File: src/logic/irq_flag_pkg.sv
// Package for the interrupt request flag bank: offsets, masks, reset values and carriers.
// Assumes one clock domain; every user names items as irq_flag_pkg::name.
`default_nettype none

package irq_flag_pkg;

   // ************************************************************
   // Sizes and register map
   // ************************************************************
   localparam int unsigned NUM_REGS = 4;
   localparam int unsigned FLAG_W   = 16;
   localparam int unsigned ADDR_W   = 4;
   localparam int unsigned EVT_W    = 8;

   localparam logic [3:0] OFS_FLAGS_0    = 4'h0;
   localparam logic [3:0] OFS_FLAGS_1    = 4'h1;
   localparam logic [3:0] OFS_FLAGS_2    = 4'h2;
   localparam logic [3:0] OFS_FLAGS_3    = 4'h3;
   localparam logic [3:0] OFS_EVT_STATUS = 4'h4;
   localparam logic [3:0] OFS_EVT_MASK   = 4'h5;

   // ************************************************************
   // Implemented bits and reset values
   // ************************************************************
   localparam logic [15:0] IMPL_FLAGS_0 = 16'h0007;
   localparam logic [15:0] IMPL_FLAGS_1 = 16'hFFFB;
   localparam logic [15:0] IMPL_FLAGS_2 = 16'hDFFF;
   localparam logic [15:0] IMPL_FLAGS_3 = 16'hA7FF;
   localparam logic [15:0] RST_FLAGS    = 16'h0000;
   localparam logic [7:0]  RST_EVT      = 8'h00;
   localparam logic [15:0] READ_ZERO    = 16'h0000;

   // Event status layout: new request per register, then repeat request per register.
   localparam int unsigned EVT_NEW_LSB = 0;
   localparam int unsigned EVT_REP_LSB = 4;

   // ************************************************************
   // Flag register layouts
   // ************************************************************
   typedef struct packed {
      logic [12:0] unused_hi;
      logic        ocmp1_req_flag;
      logic        icap1_req_flag;
      logic        ext_pin0_req_flag;
   } flags_0_t;

   typedef struct packed {
      logic uart2_tx_req_flag;
      logic uart2_rx_req_flag;
      logic ext_pin2_req_flag;
      logic timer5_req_flag;
      logic timer4_req_flag;
      logic ocmp4_req_flag;
      logic ocmp3_req_flag;
      logic dma_ch2_done_flag;
      logic icap8_req_flag;
      logic icap7_req_flag;
      logic adc2_done_flag;
      logic ext_pin1_req_flag;
      logic change_notify_flag;
      logic unused_b2;
      logic i2c1_master_evt_flag;
      logic i2c1_slave_evt_flag;
   } flags_1_t;

   typedef struct packed {
      logic timer6_req_flag;
      logic dma_ch4_done_flag;
      logic unused_b13;
      logic ocmp8_req_flag;
      logic ocmp7_req_flag;
      logic ocmp6_req_flag;
      logic ocmp5_req_flag;
      logic icap6_req_flag;
      logic icap5_req_flag;
      logic icap4_req_flag;
      logic icap3_req_flag;
      logic dma_ch3_done_flag;
      logic can1_event_flag;
      logic can1_rx_ready_flag;
      logic spi2_event_flag;
      logic spi2_error_flag;
   } flags_2_t;

   typedef struct packed {
      logic       pwm_fault_a_flag;
      logic       unused_b14;
      logic       dma_ch5_done_flag;
      logic [1:0] unused_b12_11;
      logic       quad_encoder_evt_flag;
      logic       pwm_error_flag;
      logic       can2_event_flag;
      logic       can2_rx_ready_flag;
      logic       ext_pin4_req_flag;
      logic       ext_pin3_req_flag;
      logic       timer9_req_flag;
      logic       timer8_req_flag;
      logic       i2c2_master_evt_flag;
      logic       i2c2_slave_evt_flag;
      logic       timer7_req_flag;
   } flags_3_t;

   // Register 0 sits in the low word so the bank casts to an array of words.
   typedef struct packed {
      flags_3_t r3;
      flags_2_t r2;
      flags_1_t r1;
      flags_0_t r0;
   } flag_bank_t;

   typedef struct packed {
      logic [3:0]  addr;
      logic [15:0] wdata;
      logic        wr;
      logic        rd;
   } bus_req_t;

   typedef struct packed {
      logic [7:0]  evt_status;
      logic [7:0]  evt_mask;
      logic [15:0] rdata;
      logic        irq;
   } bank_state_t;

   typedef struct packed {
      logic [15:0] flags;
   } flag_reg_state_t;

endpackage

`default_nettype wire

File: src/logic/irq_flag_reg.sv
// One 16-bit interrupt request flag register with a mask of implemented bits.
// Assumes set pulses and the write come from logic on ref_clk.
`timescale 1ns/1ps
`default_nettype none

module irq_flag_reg
#(
   parameter logic [15:0] IMPL = 16'hFFFF
)
(
   input  wire logic        ref_clk,
   input  wire logic        nrst,
   input  wire logic [15:0] set,
   input  wire logic        wr_en,
   input  wire logic [15:0] wdata,
   output logic      [15:0] flags,
   output logic             new_req,
   output logic             rep_req
);

   irq_flag_pkg::flag_reg_state_t state;
   irq_flag_pkg::flag_reg_state_t next_state;
   logic [15:0]                   set_impl;

   // ************************************************************
   // Next state
   // ************************************************************
   always_comb
   begin
      set_impl   = set & IMPL;
      next_state = state;
      if (wr_en)
      begin
         next_state.flags = wdata & IMPL;
      end
      // A request in the same cycle as a software clear still lands.
      next_state.flags = next_state.flags | set_impl;
   end

   always_ff @(posedge ref_clk or negedge nrst)
   begin
      if (!nrst)
      begin
         state.flags <= irq_flag_pkg::RST_FLAGS;
      end
      else
      begin
         state <= next_state;
      end
   end

   assign flags   = state.flags;
   assign new_req = |(set_impl & ~state.flags);
   assign rep_req = |(set_impl & state.flags);

endmodule // irq_flag_reg

`default_nettype wire

File: src/logic/interrupt_flag_status_bank.sv
// Bank of four interrupt request flag registers with an event status, mask and interrupt.
// Assumes request pulses from on-chip peripherals on ref_clk and a one-cycle strobe bus.
//
// Overview of operation
// - Register 0: output compare 1 at bit 2, capture 1 bit 1, pin 0 bit 0.
// - Register 1 bits 15..8: UART2 tx/rx, pin 2, timers 5,4, compares 4,3, DMA 2.
// - Register 1 bits 7..0: captures 8,7, ADC2, pin 1, change notify, gap, I2C1.
// - Register 2 bits 15..8: timer 6, DMA 4, gap, compares 8..5, capture 6.
// - Register 2 bits 7..0: captures 5..3, DMA 3, CAN1 event/receive, SPI2 event/error.
// - Register 3: fault A 15, DMA 5 13, encoder 10, PWM error 9, CAN2 8.
// - Register 3 bits 7..0: CAN2 receive, pins 4,3, timers 9,8, I2C2, timer 7.
// - A flag reads one after its request, zero until a new request after clearing.
// - Every implemented flag is software readable and writable and resets to zero.
// - Unimplemented positions read zero and ignore writes.
`timescale 1ns/1ps
`default_nettype none

module interrupt_flag_status_bank
(
   input  wire logic                    ref_clk,
   input  wire logic                    nrst,
   input  wire irq_flag_pkg::bus_req_t  bus,
   input  wire irq_flag_pkg::flag_bank_t req,
   output logic                  [15:0] rdata,
   output logic                         irq,
   output irq_flag_pkg::flag_bank_t     flags
);

   // ************************************************************
   // Decoding helpers
   // ************************************************************
   function automatic logic hit(input logic [3:0] addr, input logic [3:0] ofs);
      hit = (addr == ofs);
   endfunction

   function automatic logic [15:0] impl_mask(input int unsigned idx);
      case (idx)
         0: impl_mask = irq_flag_pkg::IMPL_FLAGS_0;
         1: impl_mask = irq_flag_pkg::IMPL_FLAGS_1;
         2: impl_mask = irq_flag_pkg::IMPL_FLAGS_2;
         default: impl_mask = irq_flag_pkg::IMPL_FLAGS_3;
      endcase
   endfunction

   function automatic logic [3:0] flag_ofs(input int unsigned idx);
      case (idx)
         0: flag_ofs = irq_flag_pkg::OFS_FLAGS_0;
         1: flag_ofs = irq_flag_pkg::OFS_FLAGS_1;
         2: flag_ofs = irq_flag_pkg::OFS_FLAGS_2;
         default: flag_ofs = irq_flag_pkg::OFS_FLAGS_3;
      endcase
   endfunction

   // ************************************************************
   // Request routing into register layout
   // ************************************************************
   irq_flag_pkg::flag_bank_t set_bank;
   logic [3:0][15:0]         set_words;
   logic [3:0][15:0]         flag_words;
   logic [3:0]               wr_flag;
   logic [3:0]               new_req;
   logic [3:0]               rep_req;

   always_comb
   begin
      set_bank = '0;
      set_bank.r0.ocmp1_req_flag        = req.r0.ocmp1_req_flag;
      set_bank.r0.icap1_req_flag        = req.r0.icap1_req_flag;
      set_bank.r0.ext_pin0_req_flag     = req.r0.ext_pin0_req_flag;
      set_bank.r1.uart2_tx_req_flag     = req.r1.uart2_tx_req_flag;
      set_bank.r1.uart2_rx_req_flag     = req.r1.uart2_rx_req_flag;
      set_bank.r1.ext_pin2_req_flag     = req.r1.ext_pin2_req_flag;
      set_bank.r1.timer5_req_flag       = req.r1.timer5_req_flag;
      set_bank.r1.timer4_req_flag       = req.r1.timer4_req_flag;
      set_bank.r1.ocmp4_req_flag        = req.r1.ocmp4_req_flag;
      set_bank.r1.ocmp3_req_flag        = req.r1.ocmp3_req_flag;
      set_bank.r1.dma_ch2_done_flag     = req.r1.dma_ch2_done_flag;
      set_bank.r1.icap8_req_flag        = req.r1.icap8_req_flag;
      set_bank.r1.icap7_req_flag        = req.r1.icap7_req_flag;
      set_bank.r1.adc2_done_flag        = req.r1.adc2_done_flag;
      set_bank.r1.ext_pin1_req_flag     = req.r1.ext_pin1_req_flag;
      set_bank.r1.change_notify_flag    = req.r1.change_notify_flag;
      set_bank.r1.i2c1_master_evt_flag  = req.r1.i2c1_master_evt_flag;
      set_bank.r1.i2c1_slave_evt_flag   = req.r1.i2c1_slave_evt_flag;
      set_bank.r2.timer6_req_flag       = req.r2.timer6_req_flag;
      set_bank.r2.dma_ch4_done_flag     = req.r2.dma_ch4_done_flag;
      set_bank.r2.ocmp8_req_flag        = req.r2.ocmp8_req_flag;
      set_bank.r2.ocmp7_req_flag        = req.r2.ocmp7_req_flag;
      set_bank.r2.ocmp6_req_flag        = req.r2.ocmp6_req_flag;
      set_bank.r2.ocmp5_req_flag        = req.r2.ocmp5_req_flag;
      set_bank.r2.icap6_req_flag        = req.r2.icap6_req_flag;
      set_bank.r2.icap5_req_flag        = req.r2.icap5_req_flag;
      set_bank.r2.icap4_req_flag        = req.r2.icap4_req_flag;
      set_bank.r2.icap3_req_flag        = req.r2.icap3_req_flag;
      set_bank.r2.dma_ch3_done_flag     = req.r2.dma_ch3_done_flag;
      set_bank.r2.can1_event_flag       = req.r2.can1_event_flag;
      set_bank.r2.can1_rx_ready_flag    = req.r2.can1_rx_ready_flag;
      set_bank.r2.spi2_event_flag       = req.r2.spi2_event_flag;
      set_bank.r2.spi2_error_flag       = req.r2.spi2_error_flag;
      set_bank.r3.pwm_fault_a_flag      = req.r3.pwm_fault_a_flag;
      set_bank.r3.dma_ch5_done_flag     = req.r3.dma_ch5_done_flag;
      set_bank.r3.quad_encoder_evt_flag = req.r3.quad_encoder_evt_flag;
      set_bank.r3.pwm_error_flag        = req.r3.pwm_error_flag;
      set_bank.r3.can2_event_flag       = req.r3.can2_event_flag;
      set_bank.r3.can2_rx_ready_flag    = req.r3.can2_rx_ready_flag;
      set_bank.r3.ext_pin4_req_flag     = req.r3.ext_pin4_req_flag;
      set_bank.r3.ext_pin3_req_flag     = req.r3.ext_pin3_req_flag;
      set_bank.r3.timer9_req_flag       = req.r3.timer9_req_flag;
      set_bank.r3.timer8_req_flag       = req.r3.timer8_req_flag;
      set_bank.r3.i2c2_master_evt_flag  = req.r3.i2c2_master_evt_flag;
      set_bank.r3.i2c2_slave_evt_flag   = req.r3.i2c2_slave_evt_flag;
      set_bank.r3.timer7_req_flag       = req.r3.timer7_req_flag;
   end

   assign set_words = set_bank;

   // ************************************************************
   // Flag registers
   // ************************************************************
   genvar gi;
   generate
      for (gi = 0; gi < 4; gi++)
      begin : g_flag
         assign wr_flag[gi] = bus.wr && hit(bus.addr, flag_ofs(gi));

         irq_flag_reg
         #(
            .IMPL (impl_mask(gi))
         )
         u_flag
         (
            .ref_clk (ref_clk),
            .nrst    (nrst),
            .set     (set_words[gi]),
            .wr_en   (wr_flag[gi]),
            .wdata   (bus.wdata),
            .flags   (flag_words[gi]),
            .new_req (new_req[gi]),
            .rep_req (rep_req[gi])
         );
      end
   endgenerate

   assign flags = flag_words;

   // ************************************************************
   // Event status, mask, read data and interrupt
   // ************************************************************
   irq_flag_pkg::bank_state_t state;
   irq_flag_pkg::bank_state_t next_state;
   logic [7:0]                events;
   logic [7:0]                clr_bits;

   always_comb
   begin
      events = '0;
      events[irq_flag_pkg::EVT_NEW_LSB +: 4] = new_req;
      events[irq_flag_pkg::EVT_REP_LSB +: 4] = rep_req;
      clr_bits = '0;
      if (bus.wr && hit(bus.addr, irq_flag_pkg::OFS_EVT_STATUS))
      begin
         clr_bits = bus.wdata[7:0];
      end
      next_state = state;
      // Write one to clear; an event in the same cycle keeps its bit set.
      next_state.evt_status = (state.evt_status & ~clr_bits) | events;
      if (bus.wr && hit(bus.addr, irq_flag_pkg::OFS_EVT_MASK))
      begin
         next_state.evt_mask = bus.wdata[7:0];
      end
      next_state.irq = |(next_state.evt_status & next_state.evt_mask);
      // Read data stand for one cycle only; unmapped addresses read zero.
      next_state.rdata = irq_flag_pkg::READ_ZERO;
      if (bus.rd)
      begin
         case (bus.addr)
            irq_flag_pkg::OFS_FLAGS_0:    next_state.rdata = flag_words[0];
            irq_flag_pkg::OFS_FLAGS_1:    next_state.rdata = flag_words[1];
            irq_flag_pkg::OFS_FLAGS_2:    next_state.rdata = flag_words[2];
            irq_flag_pkg::OFS_FLAGS_3:    next_state.rdata = flag_words[3];
            irq_flag_pkg::OFS_EVT_STATUS: next_state.rdata = {8'h00, state.evt_status};
            irq_flag_pkg::OFS_EVT_MASK:   next_state.rdata = {8'h00, state.evt_mask};
            default:                      next_state.rdata = irq_flag_pkg::READ_ZERO;
         endcase
      end
   end

   always_ff @(posedge ref_clk or negedge nrst)
   begin
      if (!nrst)
      begin
         state.evt_status <= irq_flag_pkg::RST_EVT;
         state.evt_mask   <= irq_flag_pkg::RST_EVT;
         state.rdata      <= irq_flag_pkg::READ_ZERO;
         state.irq        <= 1'b0;
      end
      else
      begin
         state <= next_state;
      end
   end

   assign rdata = state.rdata;
   assign irq   = state.irq;

endmodule // interrupt_flag_status_bank

`default_nettype wire

File: config.mk
export PLATFORM = sky130hd
export DESIGN_NAME = interrupt_flag_status_bank
export DESIGN_NICKNAME = d
export VERILOG_FILES = /design/src/logic/irq_flag_pkg.sv /design/src/logic/irq_flag_reg.sv /design/src/logic/interrupt_flag_status_bank.sv
export SDC_FILE = /design/constraint.sdc
export NUM_CORES = 1
export LEC_CHECK = 0
export BUFFER_PORTS_ARGS = -buffer_cell sky130_fd_sc_hd__buf_4
export CAP_MARGIN = 5
export CORE_ASPECT_RATIO = 1.2
export CORE_MARGIN = 2
export CORE_UTILIZATION = 35
export CTS_CLUSTER_DIAMETER = 50
export CTS_CLUSTER_SIZE = 24
export DETAILED_ROUTE_END_ITERATION = 8
export GPL_ROUTABILITY_DRIVEN = 0
export SYNTH_ARGS = -nofsm -noshare
export SYNTH_HDL_FRONTEND = slang
export SYNTH_SLANG_ARGS = --single-unit
File: constraint.sdc
create_clock -name ref_clk -period 4.2 [get_ports ref_clk]
set_input_delay 0.21 -clock ref_clk [delete_from_list [all_inputs] [get_ports ref_clk]]
set_output_delay 0.21 -clock ref_clk [all_outputs]
set_load 0.01 [all_outputs]
==> Word level (Yosys, flattened, before mapping) <==
Cells that the tools add are included.
{ "totals": {"ff_bits": 97, "input_bits": 88, "out_inout_bits": 81, "wordCells": 57} }
{ "op_classes": {"eq_ne": 5, "bitwise": 20, "reduce_logical": 16, "n_mux": 8} }
{ "op_table": {"columns": ["operator", "n"], "rows": [
  ["$reduce_or A16 Y1", 8],
  ["$and A16 B16 Y16", 6],
  ["$pmux W16 S6", 1],
  ["$mux W16", 5],
  ["$not A16 Y16", 4],
  ["$or A16 B16 Y16", 3],
  ["$and A3 B16 Y16", 2],
  ["$and A8 B8 Y8", 2],
  ["$mux W8", 2],
  ["$or A16 B3 Y16", 1],
  ["$eq A4 B2 Y1 const B", 2],
  ["$eq A4 B3 Y1 const B", 2],
  ["$not A8 Y8", 1],
  ["$or A8 B8 Y8", 1],
  ["$reduce_or A8 Y1", 1],
  ["$logic_and A1 B1 Y1", 6],
  ["$eq A4 B1 Y1 const B", 1],
  ["$logic_not A4 Y1", 1]
]} }

==> Longest topological paths before layout <==
Gate-level depths: netlist (run 1).
{ "logic_depth": {"word_depth": 8, "depth_mapped": 8, "mapped_depth_nobuf": 6} }

==> By module <==
A second synthesis (run 1) with hierarchy kept.
{ "unflattened": {"cells_unflattened": 466, "area_unflattened_um2": 4476.8} }
{ "by_module_without_submodules": {"columns": ["mod", "seq_area_each_um2", "cells_each", "n_inst", "area_each_um2"], "rows": [
  ["interrupt_flag_status_bank", 825.8, 188, 1, 1890.6],
  ["irq_flag_reg at g_flag[1].u_flag ...", 375.4, 87, 2, 798.3],
  ["irq_flag_reg at g_flag[3].u_flag", 325.3, 75, 1, 733.2],
  ["irq_flag_reg at g_flag[0].u_flag", 75.1, 29, 1, 256.5]
]} }

==> Worst setup path after synthesis (run 1) <==
Ideal clock, no wire load.
{ "synth_path": {"path_type": "input to register", "startpoint": "input port bus[19] in the netlist's numbering", "endpoint": "register irq (netlist name)", "cell_stages": 8, "setup_time_ns": 0.135, "path_buffers": 2, "t_arrival_ns": 1.781, "path_slack_ns": 2.284, "path_cell_list": "buf_4 -> nor4b_4 -> and2_0 -> buf_4 -> nand2_1 -> a2111o_1 -> a22oi_1 -> nand4_1"} }
{ "synth_rtl": {"columns": ["element", "line", "rtl"], "rows": [
  ["from (decl)", "interrupt_flag_status_bank.sv:22", "input wire irq_flag_pkg::bus_req_t bus,"]
]} }

==> results of run 1 <==
[worst paths after layout]
check | cells after the start | slack (ns) | from | end
hold / removal | 1 | 0.04 | nrst | state[28]
setup / recovery | 6 | 1.91 | g_flag[2].u_flag.flags[15] | irq
max in group asynchronous | 1 | 3.52 | nrst | rdata[7]
min in group ref_clk | 2 | 0.07 | req[29] | g_flag[1].u_flag.flags[13]
hold reg to reg | 2 | 0.53 | state[21] | state[21]
setup reg to reg | 6 | 1.91 | g_flag[2].u_flag.flags[15] | irq
[layout make-up]
class / instances / share of cell area, %
clock buffer: 9 / 4.052
clock inverter: 7 / 3.017
inverter: 33 / 2.229
multi-input combinational: 295 / 33.09
sequential: 79 / 35.57
tap: 157 / 3.534
timing repair buffer: 137 / 18.51
[cells in the final DEF (no fill, tap or decap), types with 4 or more instances in the layout]
master,count
buf_4,137
dfrtp_1,79
nand2_1,75
a22oi_1,43
inv_1,33
nand3_1,25
nand3b_1,19
conb_1,18
a211o_1,14
nor2_1,11
a222oi_1,9
clkbuf_16,9
nor2b_1,8
and3_1,8
a31oi_1,7
a21oi_1,7
mux2_2,7
nand2b_1,7
bufinv_16,5
o221ai_1,4
[flip-flops by register name, indices dropped and copies added (netlist names)]
signal,flops
state,16
rdata,16
irq,1
g_flag.u_flag.flags,46
[routing by layer]
layer  vias up  wire, um  track usage (%)
met2       218      7082            36.84
met3        35      1108            5.547
met4         0       476            10.47
li1       1784         -                -
met5         -         0                0
met1      1996      6106            28.84
[power breakdown]
part	switching (mW)	internal, mW	total, mW	leakage [nW]
clock	0.325	0.704	1.03	0.190
combinational	0.139	0.119	0.258	1.57
sequential	0.0305	0.797	0.828	0.812
[cell families (layout without fill, tap and decap cells)]
group / count (synthesis) / after routing / synth area share, %
muxes: 8 / 8 / 2.111
other: 1 / 18 / 0.08912
buffers and inverters: 86 / 186 / 11.12
DFF: 79 / 79 / 46.98
AOI/OAI and AO/OA: 103 / 103 / 19.39
and+or+nand+nor: 166 / 166 / 20.31
[worst max-delay path, cell delays in order (launching register included)]
cell       delay [ns]
dfrtp_1          0.43
nor2b_1          0.07
a2111oi_0        0.65
o2111ai_1        0.25
a2111o_1         0.36
a22oi_1          0.24
nand4_1          0.14
==> impl_metrics.tcl, run 1 <==
set metrics [dict create \
    status "finished clean" \
    ys.warnings.count 0 \
    setup_viol 0 \
    cts_resized 0 \
    drive_above_1_share_pct 29.29 \
    slew_headroom_pct 32.83 \
    start_util_pct 36.21 \
    area_growth_pct 32.08 \
    grt_use_total_pct 22.70 \
    worst_slack_ns 1.910 \
    drtPass1Iterations 5 \
    yosysTopAreaCell "dfrtp_1" \
    drt_iter0_markers 407 \
    fillers 1144 \
    worstPathRequired_ns 4.40 \
    clock_latency_ns 0.34 \
    avgSynthCellArea_um2 9.498 \
    place_area_um2 5165 \
    vias 4033 \
    final_antenna_net_count 0 \
    synth_common_cells "79 x dfrtp_1, 75 x nand2_1, 43 x a22oi_1" \
    antenna_found_initial 0 \
    core_um2 11620 \
    multi_input_area_um2 1839 \
    syn_inst 443 \
    cts_root_buf "clkbuf_16" \
    die_h_um 124.1 \
    slew_violations 0 \
    port_buffers 132 \
    synth.most_common_cell "dfrtp_1" \
    crit_path_end_kind "register" \
    synth_edf_count 0 \
    cts_htree_levels 3 \
    grt_start_max_net_pins 80 \
    routedWlPerCell_um 20.60 \
    cts.clk_slew.worst_paths_ns 0.06 \
    hold-worst-slack_ns 0.04328 \
    worst_slew_pin_slew_ns 1.008 \
    cts_tree "done" \
    synth_top_cell_area_share_pct 46.98 \
    drcViolationCount 0 \
    period_share_pct 54.52 \
    regArea_um2 1977 \
    maxCapViolCount 0 \
    postCtsHoldBufs 0 \
    syn_area_um2 4208 \
    place_hpwl_um 11200 \
    placed_cells 701 \
    worstSetupPathType "reg -> reg" \
    power_mw 2.115 \
    grt_pass1_vias 3912 \
    finClkSkew_ns 0.006723 \
    ioPinCount 169 \
    grt_pass1_wl_um 22130 \
    rsz0062_at_grt "no" \
    async_flop_share_pct 100.0 \
    synth-main-ff-cell "dfrtp_1" \
    cts_sinks 79 \
    synth-seq-cells 79 \
    seq_area_frac_synth_pct 46.98 \
    synthDistinctLibCells 40 \
    drt-total-wl_um 14770 \
    p_leak_nw 2.568 \
    fin_util_pct 47.83 \
    fmax_ghz 0.4367 \
    synth.area.top_cells "dfrtp_1 47%, a22oi_1 7.7%, nand2_1 6.7%" \
    cp-start-kind "register" \
    ir_drop_mv 0.2128 \
    min_path_type "in -> async" \
    pre_cts_ws_ns 1.699 \
    fin_crit_ns 2.290 \
    die_area_um2 12920 \
    postCtsSetupRepairBufs 0 \
    num-nets-final 643 \
    tns_ns 0 \
    grt_overflow 0 \
    final_area_um2 5558 \
    pwr_density_cell_nw_per_um2 380.6 \
    cp_max_fo 5 \
    numCtsBuffers 9 \
    vias_per_cell 5.625 \
    diodes 0 \
    clk_path_buf_depth 2 \
    worst_ep_arrival_time_ns 2.49 \
    finalNonFillerCells 717 \
    die_w_um 104.1 \
    num_rows 43 \
    hold_viol 0 \
]
No activity file was read; power rests on OpenSTA's default activity.
==> run 2: changes to the inputs <==
--- a/config.mk
+++ b/config.mk
@@ -5,6 +5,7 @@
 export SDC_FILE = /design/constraint.sdc
 export NUM_CORES = 1
 export LEC_CHECK = 0
+export ABC_AREA = 1
 export BUFFER_PORTS_ARGS = -buffer_cell sky130_fd_sc_hd__buf_4
 export CAP_MARGIN = 5
 export CORE_ASPECT_RATIO = 1.2
==> constraint.sdc (replaced) <==
create_clock -name ref_clk -period 2 [get_ports ref_clk]
set_input_delay 0.1 -clock ref_clk [delete_from_list [all_inputs] [get_ports ref_clk]]
set_output_delay 0.1 -clock ref_clk [all_outputs]
set_load 0.01 [all_outputs]
==> run 2 against run 1 <==
Sequential cell count unchanged; clock skew fell by 0.00054 ns; hold slack got worse by 0.033 ns; global-route usage is 0.70 points lower; sequential power grew 110%; die area grew 7.3%; sequential share of layout area is 4.7 points lower.
==> impl_metrics.tcl, run 2 <==
set metrics [dict create \
    r2r-end "irq" \
    drtPass1Iterations 5 \
    pwr_density_cell_nw_per_um2 668.0 \
    die_area_um2 13860 \
    netSwitchingPower_mw 1.061 \
    cts_sinks 79 \
    antenna_found_initial 0 \
    synthDistinctLibCells 26 \
    place_hpwl_um 11190 \
    grt_pass1_wl_um 23120 \
    worst_slack_ns 0.3179 \
    hold_path_end "g_flag[2].u_flag.flags[15]" \
    cts_htree_levels 3 \
    hold-worst-slack_ns 0.01017 \
    async_flop_share_pct 100.0 \
    port_buffers 132 \
    worstPathRequired_ns 2.22 \
    fin_crit_ns 1.682 \
    synth.area.top_cells "dfrtp_1 44%, nand2_1 21%, inv_1 7.1%" \
    cp-start-kind "input pin" \
    die_w_um 107.8 \
    worstSetupPathType "in -> reg" \
    hold_viol 0 \
    synth_common_cells "257 x nand2_1, 86 x inv_1, 79 x dfrtp_1" \
    power_switching_share_pct 24.82 \
    top_layer "met4" \
    min_path_type "in -> reg" \
    cpPeakStageDelay_ns 0.55 \
    yosysTopAreaCell "dfrtp_1" \
    ioPinCount 169 \
    cp_max_fo 15 \
    wirelength_met1_um 5893 \
    seqPwrFrac_pct 40.4 \
    finClkSkew_ns 0.006179 \
    period_share_pct 84.11 \
    rsz0062_at_grt "no" \
    final_common_cell "nand2_1" \
    seq_area_frac_synth_pct 43.67 \
    hold_depth 3 \
    grt_use_total_pct 22.00 \
    grt_overflow 0 \
    critical_path.slowest_cell "dlygate4sd3_1" \
    maxCapViolCount 0 \
    fin_util_pct 50.52 \
    final_antenna_net_count 0 \
    grt_start_max_net_pins 46 \
    routedWlPerCell_um 15.00 \
    drive_above_1_share_pct 20.10 \
    top_regs "g_flag.u_flag.flags (46), rdata (16), state (16)" \
    die_h_um 128.6 \
    drcViolationCount 0 \
    status "finished clean" \
    cts.clk_slew.worst_paths_ns 0.06 \
    worst_ep_arrival_time_ns 1.90 \
    ir_drop_mv 0.3261 \
    regMostFlops "g_flag.u_flag.flags" \
    num-nets-final 905 \
    worst_slew_pin_slew_ns 0.5396 \
    clk_path_buf_depth 2 \
    crit_path_end_kind "register" \
    final_cell_mix "257 x nand2_1, 139 x buf_4, 86 x inv_1" \
    path_cells "buf_4, nor2_2, nand3_2, nor2_4, inv_2, a21oi_1, nand2_1, dlygate4sd3_1" \
    largest_reg_flops 46 \
    synth_edf_count 0 \
    area_growth_pct 41.38 \
    r2r_cells 10 \
    critical_path_buf_inv_count 3 \
    tns_ns 0 \
    fillers 1268 \
    met3_length_um 860 \
    start_util_pct 35.73 \
    drt-total-wl_um 14780 \
    internal-power_mw 3.214 \
    grt_pass1_vias 4468 \
    pre_cts_ws_ns 0.4961 \
    core_um2 12670 \
    slew_headroom_pct 63.99 \
    p_leak_nw 3.466 \
    vias_per_cell 4.745 \
    synth_top_cell_area_share_pct 43.67 \
    fmax_ghz 0.5945 \
    clkPwrFrac_pct 43.1 \
    synth-main-ff-cell "dfrtp_1" \
    syn_area_um2 4527 \
    met2_length_um 7632 \
    cts_tree "done" \
    r2r-start "g_flag[3].u_flag.flags[15]" \
    numCtsBuffers 9 \
    r2r_setup_slack_ns 0.57 \
    ys.warnings.count 0 \
    diodes 0 \
    cts_root_buf "clkbuf_16" \
    avgSynthCellArea_um2 7.040 \
    hold_path.startpoint "bus[17]" \
    setup_viol 0 \
    critPathTopFamily "buffers and inverters" \
    synth-seq-cells 79 \
    syn_inst 643 \
    clock_latency_ns 0.33 \
    num_rows 45 \
    slew_violations 0 \
    synth.most_common_cell "nand2_1" \
    drt_iter0_markers 339 \
    vias 4674 \
    power_frac_comb_pct 16.5 \
]
## run 2: cell types whose count changed after synthesis, moves of 9 or more
cell	change
nand2_1	+182
inv_1	+53
a22oi_1	-43
nor2_1	+30
a21oi_1	+27
o21ai_0	+21
a211o_1	-14
o22ai_1	+10
a222oi_1	-9
clkbuf_1	-9
## run 2: metrics by stage
stage | instance area, um^2 | std cells | total power, mW
2_1_floorplan | 4591 | 660 | 2.086
3_3_place_gp | 5542 | 917 | 2.374
3_5_place_dp | 5542 | 917 | 2.383
4_1_cts | 6400 | 985 | 4.303
5_1_grt | 6400 | 985 | 4.481
6_report | 6400 | 985 | 4.275
## run 2: routing by layer
metal  up-vias  global-route usage (%)
li1       2296                       -
met1      2170                   27.14
met2       180                   38.77
met3        28                   3.293
met4         0                   8.145
met5         -                       0
## run 2: repair_timing
action,in CTS,in global routing
buffers inserted,0,0
hold endpoints to repair,78,0
resized for setup,0,0
hold buffers,53,0
## run 2: worst max path at each step
stage / startpoint / to / slack (ns) / cells after the start
finish: bus[21] / g_flag[2].u_flag.flags[8] / 0.32 / 8
global placement: bus[1] / irq / 0.44 / 10
CTS: bus[21] / g_flag[2].u_flag.flags[11] / 0.33 / 8
detailed placement: bus[1] / irq / 0.50 / 10
floorplan: g_flag[1].u_flag.flags[12] / irq / 0.85 / 10
global route: bus[21] / g_flag[2].u_flag.flags[11] / 0.12 / 8
## run 2: worst min-delay path: stages
cell and delay (ns):
buf_4 0.11, nand2_1 0.05, nand2_1 0.05
## run 2: layout make-up
class | count | area, um^2 | area share [%]
clock buffer | 11 | 232.7 | 3.636
clock inverter | 4 | 95.09 | 1.486
inverter | 88 | 330.3 | 5.161
multi-input combinational | 446 | 1966 | 30.71
sequential | 79 | 1977 | 30.89
tap | 164 | 205.2 | 3.206
timing repair buffer | 193 | 1594 | 24.91
## run 2: kinds of logic (layout without fill, tap and decap cells)
family                 after synthesis  after routing  share of synthesized area (%)
buffers and inverters              135            296                          14.32
and+or+nand+nor                    347            347                          32.03
AOI/OAI and AO/OA                   81             81                          9.895
DFF                                 79             79                          43.67
other                                1             18                        0.08284
## run 2: power by group through the flow
stage          Clock (mW)  Combinational [mW]  Sequential (mW)
3_3_place_gp            0               0.622             1.75
5_1_grt              1.97               0.781             1.73
3_5_place_dp            0               0.627             1.76
6_report             1.84               0.706             1.73
2_1_floorplan           0               0.332             1.75
4_1_cts              1.87               0.707             1.73
==> run 3: changes to the inputs <==
==> constraint.sdc (replaced) <==
create_clock -name ref_clk -period 1.5 [get_ports ref_clk]
set_input_delay 0.075 -clock ref_clk [delete_from_list [all_inputs] [get_ports ref_clk]]
set_output_delay 0.075 -clock ref_clk [all_outputs]
set_load 0.01 [all_outputs]
==> run 3 against run 2 <==
Global-route usage rose by 0.51 points; sequential share of layout area down 0.80 points; power increased by 34%; via count increased by 1.9%; register-to-register slack worse by 0.44 ns; combinational power is 40% higher; first-iteration DRC count shrank 10%; clock skew fell by 0.00070 ns; non-clock buffer count up 14.
==> impl_metrics.tcl, run 3 (synthesis results as in run 2) <==
set metrics [dict create \
    hold_viol 0 \
    final_cell_mix "256 x nand2_1, 143 x buf_4, 86 x inv_1" \
    fmax_ghz 0.7188 \
    period_share_pct 92.74 \
    core_um2 12670 \
    drt-total-wl_um 15310 \
    grt_pass1_vias 4634 \
    routedWlPerCell_um 15.31 \
    drcViolationCount 0 \
    die_w_um 107.8 \
    num-nets-final 919 \
    power_frac_comb_pct 17.3 \
    start_util_pct 35.73 \
    clk_path_buf_depth 2 \
    setup_viol 0 \
    min_path_type "in -> reg" \
    clock_latency_ns 0.34 \
    ioPinCount 169 \
    seqPwrFrac_pct 40.2 \
    cts_sinks 79 \
    power_mw 5.723 \
    slew_headroom_pct 61.11 \
    num_rows 45 \
    r2r_setup_slack_ns 0.13 \
    internal-power_mw 4.245 \
    cts_htree_levels 3 \
    drtPass1Iterations 6 \
    grt_pass1_wl_um 23620 \
    slew_violations 0 \
    postCtsSetupRepairBufs 0 \
    p_leak_nw 3.552 \
    fillers 1224 \
    drt_iter0_markers 305 \
    clkPwrFrac_pct 42.5 \
    rsz0062_at_grt "no" \
    cp_max_fo 25 \
    fin_crit_ns 1.391 \
    diodes 0 \
    port_buffers 132 \
    antenna_found_initial 0 \
    die_h_um 128.6 \
    worst_slew_pin_slew_ns 0.5828 \
    worstSetupPathType "in -> reg" \
    grt_overflow 0 \
    drive_above_1_share_pct 21.41 \
    vias_per_cell 4.764 \
    maxCapViolCount 0 \
    place_hpwl_um 11390 \
    crit_path_end_kind "register" \
    final_common_cell "nand2_1" \
    die_area_um2 13860 \
    finClkSkew_ns 0.005480 \
    pwr_density_cell_nw_per_um2 870.5 \
    vias 4764 \
    regMostFlops "g_flag.u_flag.flags" \
    cp-start-kind "input pin" \
    final_antenna_net_count 0 \
    cts_root_buf "clkbuf_16" \
    tns_ns 0 \
    netSwitchingPower_mw 1.478 \
    area_growth_pct 45.25 \
    largest_reg_flops 46 \
    grt_use_total_pct 22.51 \
    power_switching_share_pct 25.82 \
    ir_drop_mv 0.4491 \
    worst_ep_arrival_time_ns 1.66 \
    cts.clk_slew.worst_paths_ns 0.06 \
    numCtsBuffers 9 \
    cts_tree "done" \
    status "finished clean" \
    grt_start_max_net_pins 38 \
    worstPathRequired_ns 1.76 \
    top_regs "g_flag.u_flag.flags (46), rdata (16), state (16)" \
]
run 3: path summary, 6_finish.rpt:
| check | from | to | cells past startpoint |
|---|---|---|---|
| hold / removal | bus[5] | g_flag[2].u_flag.flags[3] | 3 |
| min in group asynchronous | nrst | g_flag[2].u_flag.flags[3] | 2 |
| max in group asynchronous | nrst | g_flag[2].u_flag.flags[12] | 3 |
| hold reg to reg | state[25] | state[25] | 2 |
| setup reg to reg | g_flag[3].u_flag.flags[15] | irq | 10 |
| setup / recovery | bus[21] | g_flag[3].u_flag.flags[8] | 9 |
run 3: layout make-up:
type	instances	area (um^2)	share of cell area, %
clock buffers	11	252.7	3.844
clock inverters	5	80.08	1.218
inverters	88	330.3	5.024
multi-input cells	446	1994	30.33
flip-flops and latches	79	1978	30.09
well taps	164	205.2	3.121
repair buffers	207	1734	26.37
run 3: power by group through the flow:
stage                     logic [mW]  registers [mW]  clock network [mW]
final                          0.988            2.30                2.43
after global routing            1.09            2.31                2.58
after CTS                      0.980            2.30                2.47
after detailed placement       0.847            2.34                   0
after global placement         0.839            2.34                   0
after floorplan                0.443            2.34                   0
run 3: what timing repair did:
action	4_1_cts	5_1_grt
hold endpoints to repair	76	0
hold buffers	62	0
gates resized for setup	0	8
setup endpoints to repair	0	4
run 3: stage by stage:
stage	hold WS, ns	area, um^2	setup slack (ns)	util, %	instances
after detailed placement	0.04671	5592	0.09978	44.14	922
after global routing	0.01233	6575	0.009972	51.90	1000
after CTS	0.01107	6545	0.06747	51.66	1000
after global placement	0.03561	5592	0.1175	44.14	922
after floorplan	-0.2206	4591	0.3473	-	660
final	0.01420	6575	0.1089	51.90	1000
run 3: layer usage:
metal | vias up | global-route usage [%] | routed length, um
met1 | 2219 | 27.70 | 6062
met3 | 36 | 3.495 | 932
li1 | 2315 | - | -
met2 | 194 | 38.70 | 7826
met4 | 0 | 10.26 | 492
met5 | - | 0 | 0
run 3: critical path, cell delays in order:
cell and delay (ns):
buf_4 0.13, nor2_4 0.14, nand3_1 0.08, buf_4 0.20, nor2_2 0.14, buf_12 0.17, a21oi_1 0.09, dlygate4sd3_1 0.55
o21ai_0 0.07
